===== src/rtl/aipc_pkg.sv =====
package aipc_pkg;
	// Data widths
	localparam int SMP_W = 20;
	localparam int ADDR_W = 8;
	localparam int PEAK_W = 10;
	// Register byte offsets
	localparam logic [7:0] REG_CTRL = 8'h00;
	localparam logic [7:0] REG_GAIN = 8'h04;
	localparam logic [7:0] REG_PEAK = 8'h08;
	localparam logic [7:0] REG_STAT = 8'h0c;
	// Control register fields
	localparam int CTRL_SEL_LSB = 0;
	localparam int CTRL_SIL_L = 2;
	localparam int CTRL_SIL_R = 3;
	localparam int CTRL_SIL_M = 4;
	localparam int CTRL_HPF_EN = 5;
	localparam int CTRL_W = 6;
	localparam logic [5:0] CTRL_RST = 6'h20;
	// Gain register fields
	localparam int GAIN_L_LSB = 0;
	localparam int GAIN_R_LSB = 2;
	localparam int GAIN_W = 4;
	localparam logic [3:0] GAIN_RST = 4'h0;
	// Peak and status fields
	localparam int PEAK_L_LSB = 0;
	localparam int PEAK_R_LSB = 10;
	localparam int PEAK_M_LSB = 20;
	localparam int STAT_UNDER = 0;
	localparam int STAT_LVL_LSB = 8;
	// Input pair codes
	localparam logic [1:0] SEL_PAIR1 = 2'h0;
	localparam logic [1:0] SEL_PAIR2 = 2'h1;
	localparam logic [1:0] SEL_PAIR3 = 2'h2;
	localparam logic [1:0] SEL_DIFF = 2'h3;
	// DC blocker pole 1-2^-11: corner near 3.4 Hz at 44.1 kHz
	localparam int HPF_SHIFT = 11;
	localparam int ACC_W = SMP_W + HPF_SHIFT + 1;
	// Gain codes 0..3 as 0, 3, 6, 9 dB in unsigned Q3.12
	localparam int GAIN_FRAC = 12;
	localparam logic [14:0] GAIN_COEF [4] = '{15'h1000, 15'h169a,
		15'h1fed, 15'h2d18};
	// Bus responses
	localparam logic [1:0] RESP_OKAY = 2'h0;
	localparam logic [1:0] RESP_SLVERR = 2'h2;
	// Raw converter samples, one per analog pin
	typedef struct packed {
		logic signed [19:0] l1, r1, l2, r2, l3, r3, mono;
	} aipc_raw_t;
	// One output frame
	typedef struct packed {
		logic signed [19:0] left, right, mono;
	} aipc_frame_t;
endpackage : aipc_pkg


===== src/rtl/aipc_top.sv =====
`timescale 1ns/1ps
// What this block does
// - Three stereo pairs, one mono 20-bit channels
// - Two-bit select picks one input pair
// - Select code 3 gives differential inputs
// - Left, right, mono silenced independently
// - Left and right two-bit gain, 3 dB steps
// - Gain applies at once on write
// - Track largest level since last read
// - Reading peak register clears it
// - High-pass after decimation removes DC
// - First order, 3.4 Hz at 44.1 kHz
// - Corner scales with sample rate
// - Capture data on its own port
// - Host writes settings over control bus

// Frame buffer between the sample path and the serial port
module aipc_fifo #(
	parameter int WIDTH = 60,
	parameter int DEPTH = 8
) (
	// Clock and reset
	input wire logic aclk,
	input wire logic aresetn,
	// Fill side
	input wire logic in_valid,
	output logic in_ready,
	input wire logic [WIDTH-1:0] in_data,
	// Drain side
	output logic out_valid,
	input wire logic out_ready,
	output logic [WIDTH-1:0] out_data,
	// Fill level
	output logic [$clog2(DEPTH):0] level
);
	localparam int AW = $clog2(DEPTH);
	logic [WIDTH-1:0] mem [DEPTH];
	logic [AW:0] wp_q, wp_d, rp_q, rp_d;
	logic push, pop;

	// Handshakes and honest full or empty
	assign level = wp_q - rp_q;
	assign in_ready = (level != (AW+1)'(DEPTH));
	assign out_valid = (level != '0);
	assign out_data = mem[rp_q[AW-1:0]];
	assign push = in_valid && in_ready;
	assign pop = out_valid && out_ready;

	// Pointer next values
	always_comb begin
		wp_d = push ? wp_q + 1'b1 : wp_q;
		rp_d = pop ? rp_q + 1'b1 : rp_q;
	end

	// Pointer registers
	always_ff @(posedge aclk) begin
		if (!aresetn) begin
			wp_q <= '0;
			rp_q <= '0;
		end else begin
			wp_q <= wp_d;
			rp_q <= rp_d;
		end
	end

	// Storage
	always_ff @(posedge aclk) begin
		if (push) begin
			mem[wp_q[AW-1:0]] <= in_data;
		end
	end
endmodule : aipc_fifo

module aipc_top #(
	parameter int FIFO_DEPTH = 8
) (
	// Clock and reset
	input wire logic aclk,
	input wire logic aresetn,
	// AXI4-Lite write channels
	input wire logic [aipc_pkg::ADDR_W-1:0] s_axi_awaddr,
	input wire logic s_axi_awvalid,
	output logic s_axi_awready,
	input wire logic [31:0] s_axi_wdata,
	input wire logic [3:0] s_axi_wstrb,
	input wire logic s_axi_wvalid,
	output logic s_axi_wready,
	output logic [1:0] s_axi_bresp,
	output logic s_axi_bvalid,
	input wire logic s_axi_bready,
	// AXI4-Lite read channels
	input wire logic [aipc_pkg::ADDR_W-1:0] s_axi_araddr,
	input wire logic s_axi_arvalid,
	output logic s_axi_arready,
	output logic [31:0] s_axi_rdata,
	output logic [1:0] s_axi_rresp,
	output logic s_axi_rvalid,
	input wire logic s_axi_rready,
	// Decimated converter samples
	input wire aipc_pkg::aipc_raw_t raw_sample,
	input wire logic raw_valid,
	output logic raw_ready,
	// Capture serial port pins
	input wire logic cap_bit_clk,
	input wire logic cap_frame_clk,
	output logic cap_data,
	output logic cap_mono_data
);
	import aipc_pkg::*;

	// Saturate a wide signed value to one sample
	function automatic logic signed [SMP_W-1:0] sat(
		input logic signed [35:0] x);
		logic signed [35:0] hi, lo;
		hi = 36'sd524287;
		lo = -36'sd524288;
		if (x > hi) begin
			sat = hi[SMP_W-1:0];
		end else if (x < lo) begin
			sat = lo[SMP_W-1:0];
		end else begin
			sat = x[SMP_W-1:0];
		end
	endfunction : sat

	// Apply a gain code to a sample
	function automatic logic signed [SMP_W-1:0] gain(
		input logic signed [SMP_W-1:0] x, input logic [1:0] code);
		logic signed [35:0] p;
		p = 36'(x) * $signed({21'h0, GAIN_COEF[code]});
		gain = sat(p >>> GAIN_FRAC);
	endfunction : gain

	// Peak level of a sample, top bits of its magnitude
	function automatic logic [PEAK_W-1:0] mag(
		input logic signed [SMP_W-1:0] x);
		logic [SMP_W-1:0] a;
		a = x[SMP_W-1] ? SMP_W'(-x) : x;
		if (a[SMP_W-1]) begin
			a = {1'b0, {(SMP_W-1){1'b1}}};
		end
		mag = a[SMP_W-2 -: PEAK_W];
	endfunction : mag

	logic [CTRL_W-1:0] ctrl_q, ctrl_d;
	logic [GAIN_W-1:0] gain_q, gain_d;
	logic [PEAK_W-1:0] peak_q [3], peak_d [3];
	logic under_q, under_d;
	logic aw_have_q, aw_have_d, w_have_q, w_have_d;
	logic [ADDR_W-1:0] awaddr_q, awaddr_d;
	logic [31:0] wdata_q, wdata_d;
	logic [3:0] wstrb_q, wstrb_d;
	logic bvalid_q, bvalid_d;
	logic [1:0] bresp_q, bresp_d;
	logic rvalid_q, rvalid_d;
	logic [1:0] rresp_q, rresp_d;
	logic [31:0] rdata_q, rdata_d;
	logic signed [ACC_W-1:0] acc_q [3], acc_d [3];
	logic wr_do, rd_do, peak_clr, push;
	logic [$clog2(FIFO_DEPTH):0] fifo_lvl;
	logic fifo_ready, fifo_valid, pop;
	// Frame clock fall, also read by the underrun flag
	logic frame_load_fall;
	aipc_frame_t frame_in, frame_out;
	logic signed [SMP_W-1:0] pre [3];

	// Bus handshakes
	assign s_axi_awready = !aw_have_q && !bvalid_q;
	assign s_axi_wready = !w_have_q && !bvalid_q;
	assign s_axi_arready = !rvalid_q;
	assign s_axi_bvalid = bvalid_q;
	assign s_axi_bresp = bresp_q;
	assign s_axi_rvalid = rvalid_q;
	assign s_axi_rresp = rresp_q;
	assign s_axi_rdata = rdata_q;
	assign wr_do = aw_have_q && w_have_q && !bvalid_q;
	assign rd_do = s_axi_arvalid && s_axi_arready;
	assign peak_clr = rd_do && (s_axi_araddr == REG_PEAK);

	// Register file and bus next values
	always_comb begin
		aw_have_d = aw_have_q;
		w_have_d = w_have_q;
		awaddr_d = awaddr_q;
		wdata_d = wdata_q;
		wstrb_d = wstrb_q;
		bvalid_d = bvalid_q && !s_axi_bready;
		bresp_d = bresp_q;
		ctrl_d = ctrl_q;
		gain_d = gain_q;
		under_d = under_q;
		if (s_axi_awvalid && s_axi_awready) begin
			aw_have_d = 1'b1;
			awaddr_d = s_axi_awaddr;
		end
		if (s_axi_wvalid && s_axi_wready) begin
			w_have_d = 1'b1;
			wdata_d = s_axi_wdata;
			wstrb_d = s_axi_wstrb;
		end
		if (wr_do) begin
			aw_have_d = 1'b0;
			w_have_d = 1'b0;
			bvalid_d = 1'b1;
			bresp_d = RESP_OKAY;
			unique case (awaddr_q)
				REG_CTRL: if (wstrb_q[0]) ctrl_d = wdata_q[CTRL_W-1:0];
				REG_GAIN: if (wstrb_q[0]) gain_d = wdata_q[GAIN_W-1:0];
				REG_STAT: begin
					if (wstrb_q[0] && wdata_q[STAT_UNDER]) under_d = 1'b0;
				end
				REG_PEAK: ;
				default: bresp_d = RESP_SLVERR;
			endcase
		end
		// Underrun set wins over clear
		if (pop == 1'b0 && frame_load_fall && !fifo_valid) under_d = 1'b1;
	end

	// Read answer next values
	always_comb begin
		rvalid_d = rvalid_q && !s_axi_rready;
		rresp_d = rresp_q;
		rdata_d = rdata_q;
		if (rd_do) begin
			rvalid_d = 1'b1;
			rresp_d = RESP_OKAY;
			rdata_d = '0;
			unique case (s_axi_araddr)
				REG_CTRL: rdata_d[CTRL_W-1:0] = ctrl_q;
				REG_GAIN: rdata_d[GAIN_W-1:0] = gain_q;
				REG_PEAK: begin
					rdata_d[PEAK_L_LSB +: PEAK_W] = peak_q[0];
					rdata_d[PEAK_R_LSB +: PEAK_W] = peak_q[1];
					rdata_d[PEAK_M_LSB +: PEAK_W] = peak_q[2];
				end
				REG_STAT: begin
					rdata_d[STAT_UNDER] = under_q;
					rdata_d[STAT_LVL_LSB +: $bits(fifo_lvl)] = fifo_lvl;
				end
				default: rresp_d = RESP_SLVERR;
			endcase
		end
	end

	// Sample path: mux, gain, DC removal, silence, peak
	assign push = raw_valid && fifo_ready;
	// Back-pressure reaches the converter side
	assign raw_ready = fifo_ready;
	always_comb begin
		logic signed [SMP_W:0] dl, dr;
		logic signed [SMP_W-1:0] y [3];
		logic sil [3];
		dl = '0;
		dr = '0;
		y = '{default: '0};
		sil = '{default: 1'b0};
		// Pair select; code 3 is differential
		unique case (ctrl_q[CTRL_SEL_LSB +: 2])
			SEL_PAIR1: begin pre[0] = raw_sample.l1; pre[1] = raw_sample.r1; end
			SEL_PAIR2: begin pre[0] = raw_sample.l2; pre[1] = raw_sample.r2; end
			SEL_PAIR3: begin pre[0] = raw_sample.l3; pre[1] = raw_sample.r3; end
			SEL_DIFF: begin
				dl = (SMP_W+1)'(raw_sample.l3) - (SMP_W+1)'(raw_sample.l2);
				dr = (SMP_W+1)'(raw_sample.r1) - (SMP_W+1)'(raw_sample.r2);
				pre[0] = dl[SMP_W:1];
				pre[1] = dr[SMP_W:1];
			end
		endcase
		// Separate gains; code n is n x 3 dB
		pre[0] = gain(pre[0], gain_q[GAIN_L_LSB +: 2]);
		pre[1] = gain(pre[1], gain_q[GAIN_R_LSB +: 2]);
		pre[2] = raw_sample.mono;
		sil[0] = ctrl_q[CTRL_SIL_L];
		sil[1] = ctrl_q[CTRL_SIL_R];
		sil[2] = ctrl_q[CTRL_SIL_M];
		for (int i = 0; i < 3; i++) begin
			// DC removal; pole 1-2^-11 per sample
			y[i] = pre[i];
			acc_d[i] = acc_q[i];
			if (ctrl_q[CTRL_HPF_EN]) begin
				y[i] = sat(36'(pre[i]) - 36'(acc_q[i] >>> HPF_SHIFT));
			end
			// Updates once per sample, so corner tracks rate
			if (push && ctrl_q[CTRL_HPF_EN]) begin
				acc_d[i] = acc_q[i] + ACC_W'(y[i]);
			end
			if (sil[i]) y[i] = '0;
			// Hold the largest level; restart after read
			peak_d[i] = peak_clr ? '0 : peak_q[i];
			if (push && mag(y[i]) > peak_d[i]) peak_d[i] = mag(y[i]);
		end
		frame_in.left = y[0];
		frame_in.right = y[1];
		frame_in.mono = y[2];
	end

	// Control, path and bus registers
	always_ff @(posedge aclk) begin
		if (!aresetn) begin
			ctrl_q <= CTRL_RST;
			gain_q <= GAIN_RST;
			under_q <= 1'b0;
			aw_have_q <= 1'b0;
			w_have_q <= 1'b0;
			awaddr_q <= '0;
			wdata_q <= '0;
			wstrb_q <= '0;
			bvalid_q <= 1'b0;
			bresp_q <= RESP_OKAY;
			rvalid_q <= 1'b0;
			rresp_q <= RESP_OKAY;
			rdata_q <= '0;
			for (int i = 0; i < 3; i++) begin
				peak_q[i] <= '0;
				acc_q[i] <= '0;
			end
		end else begin
			ctrl_q <= ctrl_d;
			gain_q <= gain_d;
			under_q <= under_d;
			aw_have_q <= aw_have_d;
			w_have_q <= w_have_d;
			awaddr_q <= awaddr_d;
			wdata_q <= wdata_d;
			wstrb_q <= wstrb_d;
			bvalid_q <= bvalid_d;
			bresp_q <= bresp_d;
			rvalid_q <= rvalid_d;
			rresp_q <= rresp_d;
			rdata_q <= rdata_d;
			for (int i = 0; i < 3; i++) begin
				peak_q[i] <= peak_d[i];
				acc_q[i] <= acc_d[i];
			end
		end
	end

	aipc_fifo #(
		.WIDTH($bits(aipc_frame_t)),
		.DEPTH(FIFO_DEPTH)
	) u_fifo (
		.aclk(aclk),
		.aresetn(aresetn),
		.in_valid(push),
		.in_ready(fifo_ready),
		.in_data(frame_in),
		.out_valid(fifo_valid),
		.out_ready(pop),
		.out_data(frame_out),
		.level(fifo_lvl)
	);

	// Pin synchronisers: three stages, change accepted when 2 and 3 agree
	logic [2:0] bclk_s_q, fclk_s_q;
	logic bclk_q, fclk_q, bclk_d, fclk_d;
	logic frame_load_rise, bit_fall;
	logic [SMP_W-1:0] sh_q, sh_d, msh_q, msh_d, right_q, right_d;
	assign bclk_d = (bclk_s_q[1] == bclk_s_q[2]) ? bclk_s_q[2] : bclk_q;
	assign fclk_d = (fclk_s_q[1] == fclk_s_q[2]) ? fclk_s_q[2] : fclk_q;
	assign frame_load_fall = fclk_q && !fclk_d;
	assign frame_load_rise = !fclk_q && fclk_d;
	assign bit_fall = bclk_q && !bclk_d;
	// Each frame start takes one buffered frame
	assign pop = frame_load_fall && fifo_valid;

	// Capture port shifter, MSB first, left while frame clock low
	always_comb begin
		sh_d = sh_q;
		msh_d = msh_q;
		right_d = right_q;
		if (frame_load_fall) begin
			sh_d = fifo_valid ? frame_out.left : '0;
			msh_d = fifo_valid ? frame_out.mono : '0;
			right_d = fifo_valid ? frame_out.right : '0;
		end else if (frame_load_rise) begin
			sh_d = right_q;
		end else if (bit_fall) begin
			sh_d = {sh_q[SMP_W-2:0], 1'b0};
			msh_d = {msh_q[SMP_W-2:0], 1'b0};
		end
	end

	// Synchroniser and shifter registers
	always_ff @(posedge aclk) begin
		if (!aresetn) begin
			bclk_s_q <= '0;
			fclk_s_q <= '0;
			bclk_q <= 1'b0;
			fclk_q <= 1'b0;
			sh_q <= '0;
			msh_q <= '0;
			right_q <= '0;
		end else begin
			bclk_s_q <= {bclk_s_q[1:0], cap_bit_clk};
			fclk_s_q <= {fclk_s_q[1:0], cap_frame_clk};
			bclk_q <= bclk_d;
			fclk_q <= fclk_d;
			sh_q <= sh_d;
			msh_q <= msh_d;
			right_q <= right_d;
		end
	end

	// Serial data from the shifters
	assign cap_data = sh_q[SMP_W-1];
	assign cap_mono_data = msh_q[SMP_W-1];
endmodule : aipc_top


===== config.mk =====
export PLATFORM = sky130hd
export DESIGN_NAME = aipc_top
export DESIGN_NICKNAME = d
export VERILOG_FILES = /design/src/rtl/aipc_pkg.sv /design/src/rtl/aipc_top.sv
export SDC_FILE = /design/constraint.sdc
export NUM_CORES = 2
export LEC_CHECK = 0
export ABC_CLOCK_PERIOD_IN_PS = 26300
export BUFFER_PORTS_ARGS = -buffer_cell sky130_fd_sc_hd__buf_2
export CORE_MARGIN = 2
export CORE_UTILIZATION = 35
export DETAILED_ROUTE_END_ITERATION = 10
export SYNTH_ARGS = -nofsm -noshare
export SYNTH_HDL_FRONTEND = slang
export SYNTH_SLANG_ARGS = --single-unit

===== constraint.sdc =====
create_clock -name aclk -period 26.3 [get_ports aclk]
set_input_delay 5.26 -clock aclk [delete_from_list [all_inputs] [get_ports aclk]]
set_output_delay 5.26 -clock aclk [all_outputs]
set_load 0.03 [all_outputs]

After elaboration in Yosys (flattened, before gate mapping). Memories as Yosys holds them, arrays and structs flattened. A register that Yosys moved wholly into a read port is not among the register bits. Index checks and enable logic that the tools add are counted.

$add $sub $neg: 14. Multiply operators: 2. Magnitude comparators: 15. Eq/ne operators: 13. Muxes and demuxes: 75. Bitwise logic cells: 10. Reduce and logical (&&, ||, !) cells: 50.

Operators by type and width (count): 20-bit 2-to-1 mux (28); 32-bit 2-to-1 mux (6); 40-bit one-hot mux with 4 select lines (1); 32-bit by 20-bit adder with 32-bit output (3); 10-bit 2-to-1 mux (9); 20-bit by 16-bit multiplier with 36-bit output (2); 22-bit by 20-bit > comparator with 1-bit output (second input constant) (3); 22-bit by 20-bit < comparator with 1-bit output (second input constant) (3); 20-bit by 21-bit subtractor with 22-bit output (3); 15-bit binary-select mux with 2-bit select (2); 15-bit 2-to-1 mux (4); 20-bit negation (3); 19-bit 2-to-1 mux (3); 24-bit by 20-bit > comparator with 1-bit output (second input constant) (2); 24-bit by 20-bit < comparator with 1-bit output (second input constant) (2); 20-bit by 20-bit subtractor with 21-bit output (2); 8-bit by 4-bit equality test with 1-bit output (second input constant) (4); 10-bit > comparator (3); 1-bit logical AND (24); 18-bit 2-to-1 mux (1); 8-bit by 3-bit equality test with 1-bit output (second input constant) (2); 8-bit logical NOT (2); 1-bit 2-to-1 mux (12); 1-bit logical NOT (10); 25 further kinds (45).

Flip-flop bits (word level): 140. RAM bits: 606. Input port bits: 202. Output and inout port bits: 44. Word-level logic and storage cells: 204. Memories: 3.

Memory list: u_fifo.mem (depth 8, width 60, rd ports 1, clocked after Yosys merged registers in 1, wr ports 1, RTL line aipc_top.sv:37) `logic [WIDTH-1:0] mem [DEPTH];`; acc_q (depth 3, width 32, rd ports 3, clocked after Yosys merged registers in 0, wr ports 3, RTL line aipc_top.sv:158) `logic signed [ACC_W-1:0] acc_q [3], acc_d [3];`; peak_q (depth 3, width 10, rd ports 3, clocked after Yosys merged registers in 0, wr ports 3, RTL line aipc_top.sv:147) `logic [PEAK_W-1:0] peak_q [3], peak_d [3];`.

Logic depth before layout (Yosys ltp).
Word-level depth: 21. Mapped depth: 80. Gate-level depth less buffers: 75.

Modules after synthesis. A second synthesis with hierarchy kept.

Cell total of the unflattened synthesis: 6172. Area, all modules: 62656.3 µm².

By module, submodules not included: aipc_top (instances 1, cells each 5395, area each 43948.4 µm², seq. area each 5124.9 µm²); aipc_fifo (instances 1, cells each 777, area each 18707.9 µm², seq. area each 14634.0 µm²).

Worst setup path after synthesis. Ideal clock, no wire load.

Kind: input port to flip-flop. Start point: input port raw_sample[62] (netlist bit). End point: memory acc_q[0][62] (netlist bit). Setup time: 0.133 ns. Arrival: 21.257 ns. Data required time: 26.167 ns. Slack: 4.910 ns. Stages: 72. Buffers on the path: 2. Cells stage by stage: inv_1 ha_1 nor2b_1 o21ai_0 a21boi_0 o21ai_0 a21boi_0 o21ai_0 a21boi_0 o21ai_0 nand2b_1 a221oi_1 o2111ai_1 a31oi_1 o211ai_1 a21oi_1 nand2_1 inv_1 [... 36 more ...] ha_1 fa_1 a21o_1 a21oi_1 o21bai_1 a21oi_1 o21bai_1 a2111oi_0 o21ba_2 o211a_1 nor3_1 nor2_1 a211o_1 o21ai_0 and2_1 o41a_1 xnor2_1 a21oi_1.

RTL lines: start: declaration (RTL line aipc_top.sv:100) `input wire aipc_pkg::aipc_raw_t raw_sample,`; end: declaration (RTL line aipc_top.sv:158).

==> flow_summary.yaml <==
floorplan:
  core_area_um2: 176000
  die_w_um: 425
  rows: 154
  num_io_pins: 246
  dieArea_um2: 180000
  die_height_um: 425
  start_util_pct: 35.2
cts:
  postCtsSetupBuffers: 0
  root_buffer: "clkbuf_16"
  insertion_delay_ns: 0.68
  clkSlewWorstSetupHoldPaths_ns: 0.06
  cts.sinks: 747
  clk_path_buf_depth: 3
  cts_tree: "built"
  hold_buffers: 0
  numCtsBuffers: 78
  cts-htree-levels: 3
  cts.repair.resized: 0
critical_path:
  r2r-end: "acc_q[0][62]$_SDFFE_PN0P_"
  path_max_fanout: 18
  cp.required_ns: 26.89
  worstPathArrival_ns: 24.80
  cp-end-kind: "flop"
  r2r_setup_slack_ns: 9.09
  crit_start: "raw_sample[80]"
  crit_slowest_cell: "fa_1"
  worst_path_most_repeated_cell: "a21oi_1"
  r2r_start: "ctrl_q[1]$_SDFFE_PN0P_"
  cp_slowest_stage_delay_ns: 0.77
  ff2ff_path_depth: 58
  start_kind: "primary input"
  crit_type: "primary input to flop"
timing:
  relSlewSlack_pct: 16.3
  setup_ws_ns: 2.09
  fin_crit_ns: 24.21
  hold_slack_ns: 0.453
  skew_ns: 0.0557
  finalMaxSlewViolations: 0
  fmax_ghz: 0.0413
  tightest_slew_ns: 1.25
  period_share_pct: 92.1
  rsz0062_at_grt: "false"
  setup_viol: 0
  hold_viol: 0
  fin_tns_setup_ns: 0
logic_synthesis:
  avgSynthCellArea_um2: 10.3
  synth_top_area_cell: "edfxtp_1"
  syn_area_um2: 61900
  synth.top_cell.area_share_pct: 23.3
  synth-seq-cells: 747
  synth_cells: 6036
  synth_edf_count: 480
  synth-async-reset-ratio_pct: 0
  synth_area_leaders: "edfxtp_1 23%, fa_1 18%, dfxtp_1 8.6%"
  ys_warn_count: 0
  synth_cell_types: 104
  synth-seq-area-share_pct: 31.9
  synth_flop_cell: "edfxtp_1"
grt:
  antenna_found_initial: 5
  grt_max_degree: 158
  gr-total-overflow: 0
  grt_usage_pct: 18.1
  grt_pass1_vias: 46100
  grt_first_pass_wirelength_mm: 258
routing:
  first_pass_iters: 8
  routed_wl_mm: 163
  vias_per_cell: 5.20
  first_iter_violations: 2866
  drc: 0
  avgRoutedWirePerCell_um: 19.0
  final_antenna_net_count: 0
  dr_total_vias: 44500
placement:
  place_hpwl_mm: 122
  io_buffers: 212
  gp_congestion: 0.917
  post-place-ws_ns: 1.54
power_and_ir_drop:
  p_int_mw: 3.33
  p_per_area_nw_per_um2: 82.1
  seq_power_share_pct: 30.2
  p_sw_mw: 2.28
  peakVddDrop_mv: 0.0588
  power.leakage_nw: 28.4
  switching_share_pct: 40.6
  pwr-share-comb_pct: 49.7
  pwr-share-clk_pct: 20.1
cells_and_area:
  multi_input_area_um2: 38000
  n_fill_cell: 17100
  most-common-layout-cells: "892 x inv_1, 545 x fa_1, 492 x nand2_1"
  layout-drive-gt1-share_pct: 10.9
  layout_commonest_cell: "inv_1"
  layout.area.seq_um2: 19800
  nNetsFinal: 7320
  syn_to_final_growth_pct: 10.1
hold_path:
  hp-start: "right_q[19]$_SDFFE_PN0P_"
  hold-path-endpoint: "right_q[19]$_SDFFE_PN0P_"
  hold_path_class: "flop to flop"
  whs_path_depth: 2
run:
  cap_viol_max_count: 0
status:
  status: "complete, no violations"
==> how the worst max path moves through the flow <==
stage / cells after the start / to
floorplan: 72 / acc_q[0][62]$_SDFFE_PN0P_
finish: 68 / acc_q[0][30]$_SDFFE_PN0P_
detailed placement: 69 / acc_q[0][30]$_SDFFE_PN0P_
global route: 68 / acc_q[0][30]$_SDFFE_PN0P_
global placement: 69 / acc_q[0][30]$_SDFFE_PN0P_
CTS: 69 / acc_q[0][30]$_SDFFE_PN0P_
==> critical path: cells and delay by family <==
kind / cells / cell delay [ns]
buffers and inverters: 6 / 0.97
AO/OA/AOI/OAI: 42 / 11.24
XOR/XNOR: 1 / 0.13
adder cells (fa/ha/maj): 11 / 5.26
AND/OR/NAND/NOR: 8 / 1.94
==> registers in the layout (all words and copies together), names as in the netlist, 3 cells and up, named ones only <==
signal,cells
acc_q,96
peak_q,30
s_axi_rdata,30
gain_q,4
msh_q,20
sh_q,20
wdata_q,6
u_fifo.wp_q,4
ctrl_q,6
fclk_s_q,3
u_fifo.rp_q,4
awaddr_q,8
bclk_s_q,3
u_fifo.mem,480
right_q,20
==> synth_stat cells (13+ instances only) <==
| library cell | n |
|---|---|
| a21o_1 | 99 |
| mux2i_1 | 77 |
| o21a_1 | 55 |
| ha_1 | 422 |
| nor2_1 | 364 |
| o21bai_1 | 35 |
| and2_1 | 183 |
| a221oi_1 | 16 |
| o221ai_1 | 24 |
| nor4_1 | 13 |
| nor3_1 | 60 |
| mux2_2 | 40 |
| a21boi_0 | 15 |
| a21oi_1 | 369 |
| o211ai_1 | 33 |
| or3_1 | 17 |
| clkbuf_1 | 184 |
| nand3_1 | 102 |
| fa_1 | 545 |
| a211oi_1 | 45 |
| and4_1 | 13 |
| a22oi_1 | 30 |
| nand4_1 | 27 |
| o21ai_0 | 198 |
| nand2_1 | 493 |
| or2_2 | 17 |
| nand2b_1 | 86 |
| xor2_1 | 66 |
| edfxtp_1 | 480 |
| mux4_2 | 159 |
| inv_1 | 892 |
| dfxtp_1 | 267 |
| nor2b_1 | 73 |
| and3_1 | 31 |
| a311oi_1 | 21 |
| a31oi_1 | 42 |
| buf_1 | 35 |
| xnor2_1 | 174 |
==> layout make-up <==
cell class | count | share of cell area, %
Multi-Input combinational cell | 4155 | 55.7
Sequential cell | 747 | 29.0
Inverter | 896 | 4.94
Tap cell | 2340 | 4.29
Clock buffer | 95 | 3.03
Timing Repair Buffer | 273 | 2.23
Clock inverter | 51 | 0.822
Antenna cell | 2 | 0.00734
==> routing by layer <==
| metal | GRT usage, % | share of wire (%) | wire [um] | vias up |
|---|---|---|---|---|
| met4 | 6.82 | 4.1 | 6590 | 2 |
| met5 | 0 | 0.0068 | 11 | - |
| met1 | 23.4 | 43 | 69800 | 22200 |
| met3 | 2.23 | 4.9 | 7960 | 259 |
| met2 | 30.9 | 48 | 78300 | 1106 |
| li1 | - | - | - | 21000 |
==> through the flow <==
step                      utilization, %  cell area [um^2]  instances  total power [mW]
after floorplan                        -             62000       6039              3.74
after global placement              37.3             65600       8411              4.39
after detailed placement            37.3             65600       8411              4.46
after CTS                           38.8             68200       8557              5.60
after global routing                38.8             68200       8558              5.99
final                               38.8             68200       8559              5.60
==> cell families (layout without fill, tap and decap cells) <==
family / Yosys count / after routing / synth area share (%)
DFF: 747 / 747 / 31.9
buffers and inverters: 1137 / 1315 / 6.99
AOI/OAI and AO/OA: 1150 / 1150 / 12.1
muxes: 276 / 276 / 7.75
adders and majority gates: 968 / 968 / 26.2
other: 1 / 6 / 0.00605
xor gates and xnor gates: 240 / 240 / 3.39
and+or+nand+nor: 1517 / 1517 / 11.7
==> power by group through the flow <==
stage | Combinational, mW | Sequential, mW | Clock [mW]
2_1_floorplan | 2.05 | 1.69 | 0
3_3_place_gp | 2.68 | 1.71 | 0
3_5_place_dp | 2.74 | 1.72 | 0
4_1_cts | 2.75 | 1.70 | 1.15
5_1_grt | 3.09 | 1.71 | 1.19
6_report | 2.78 | 1.69 | 1.12
(Power assumes the default switching activity.)
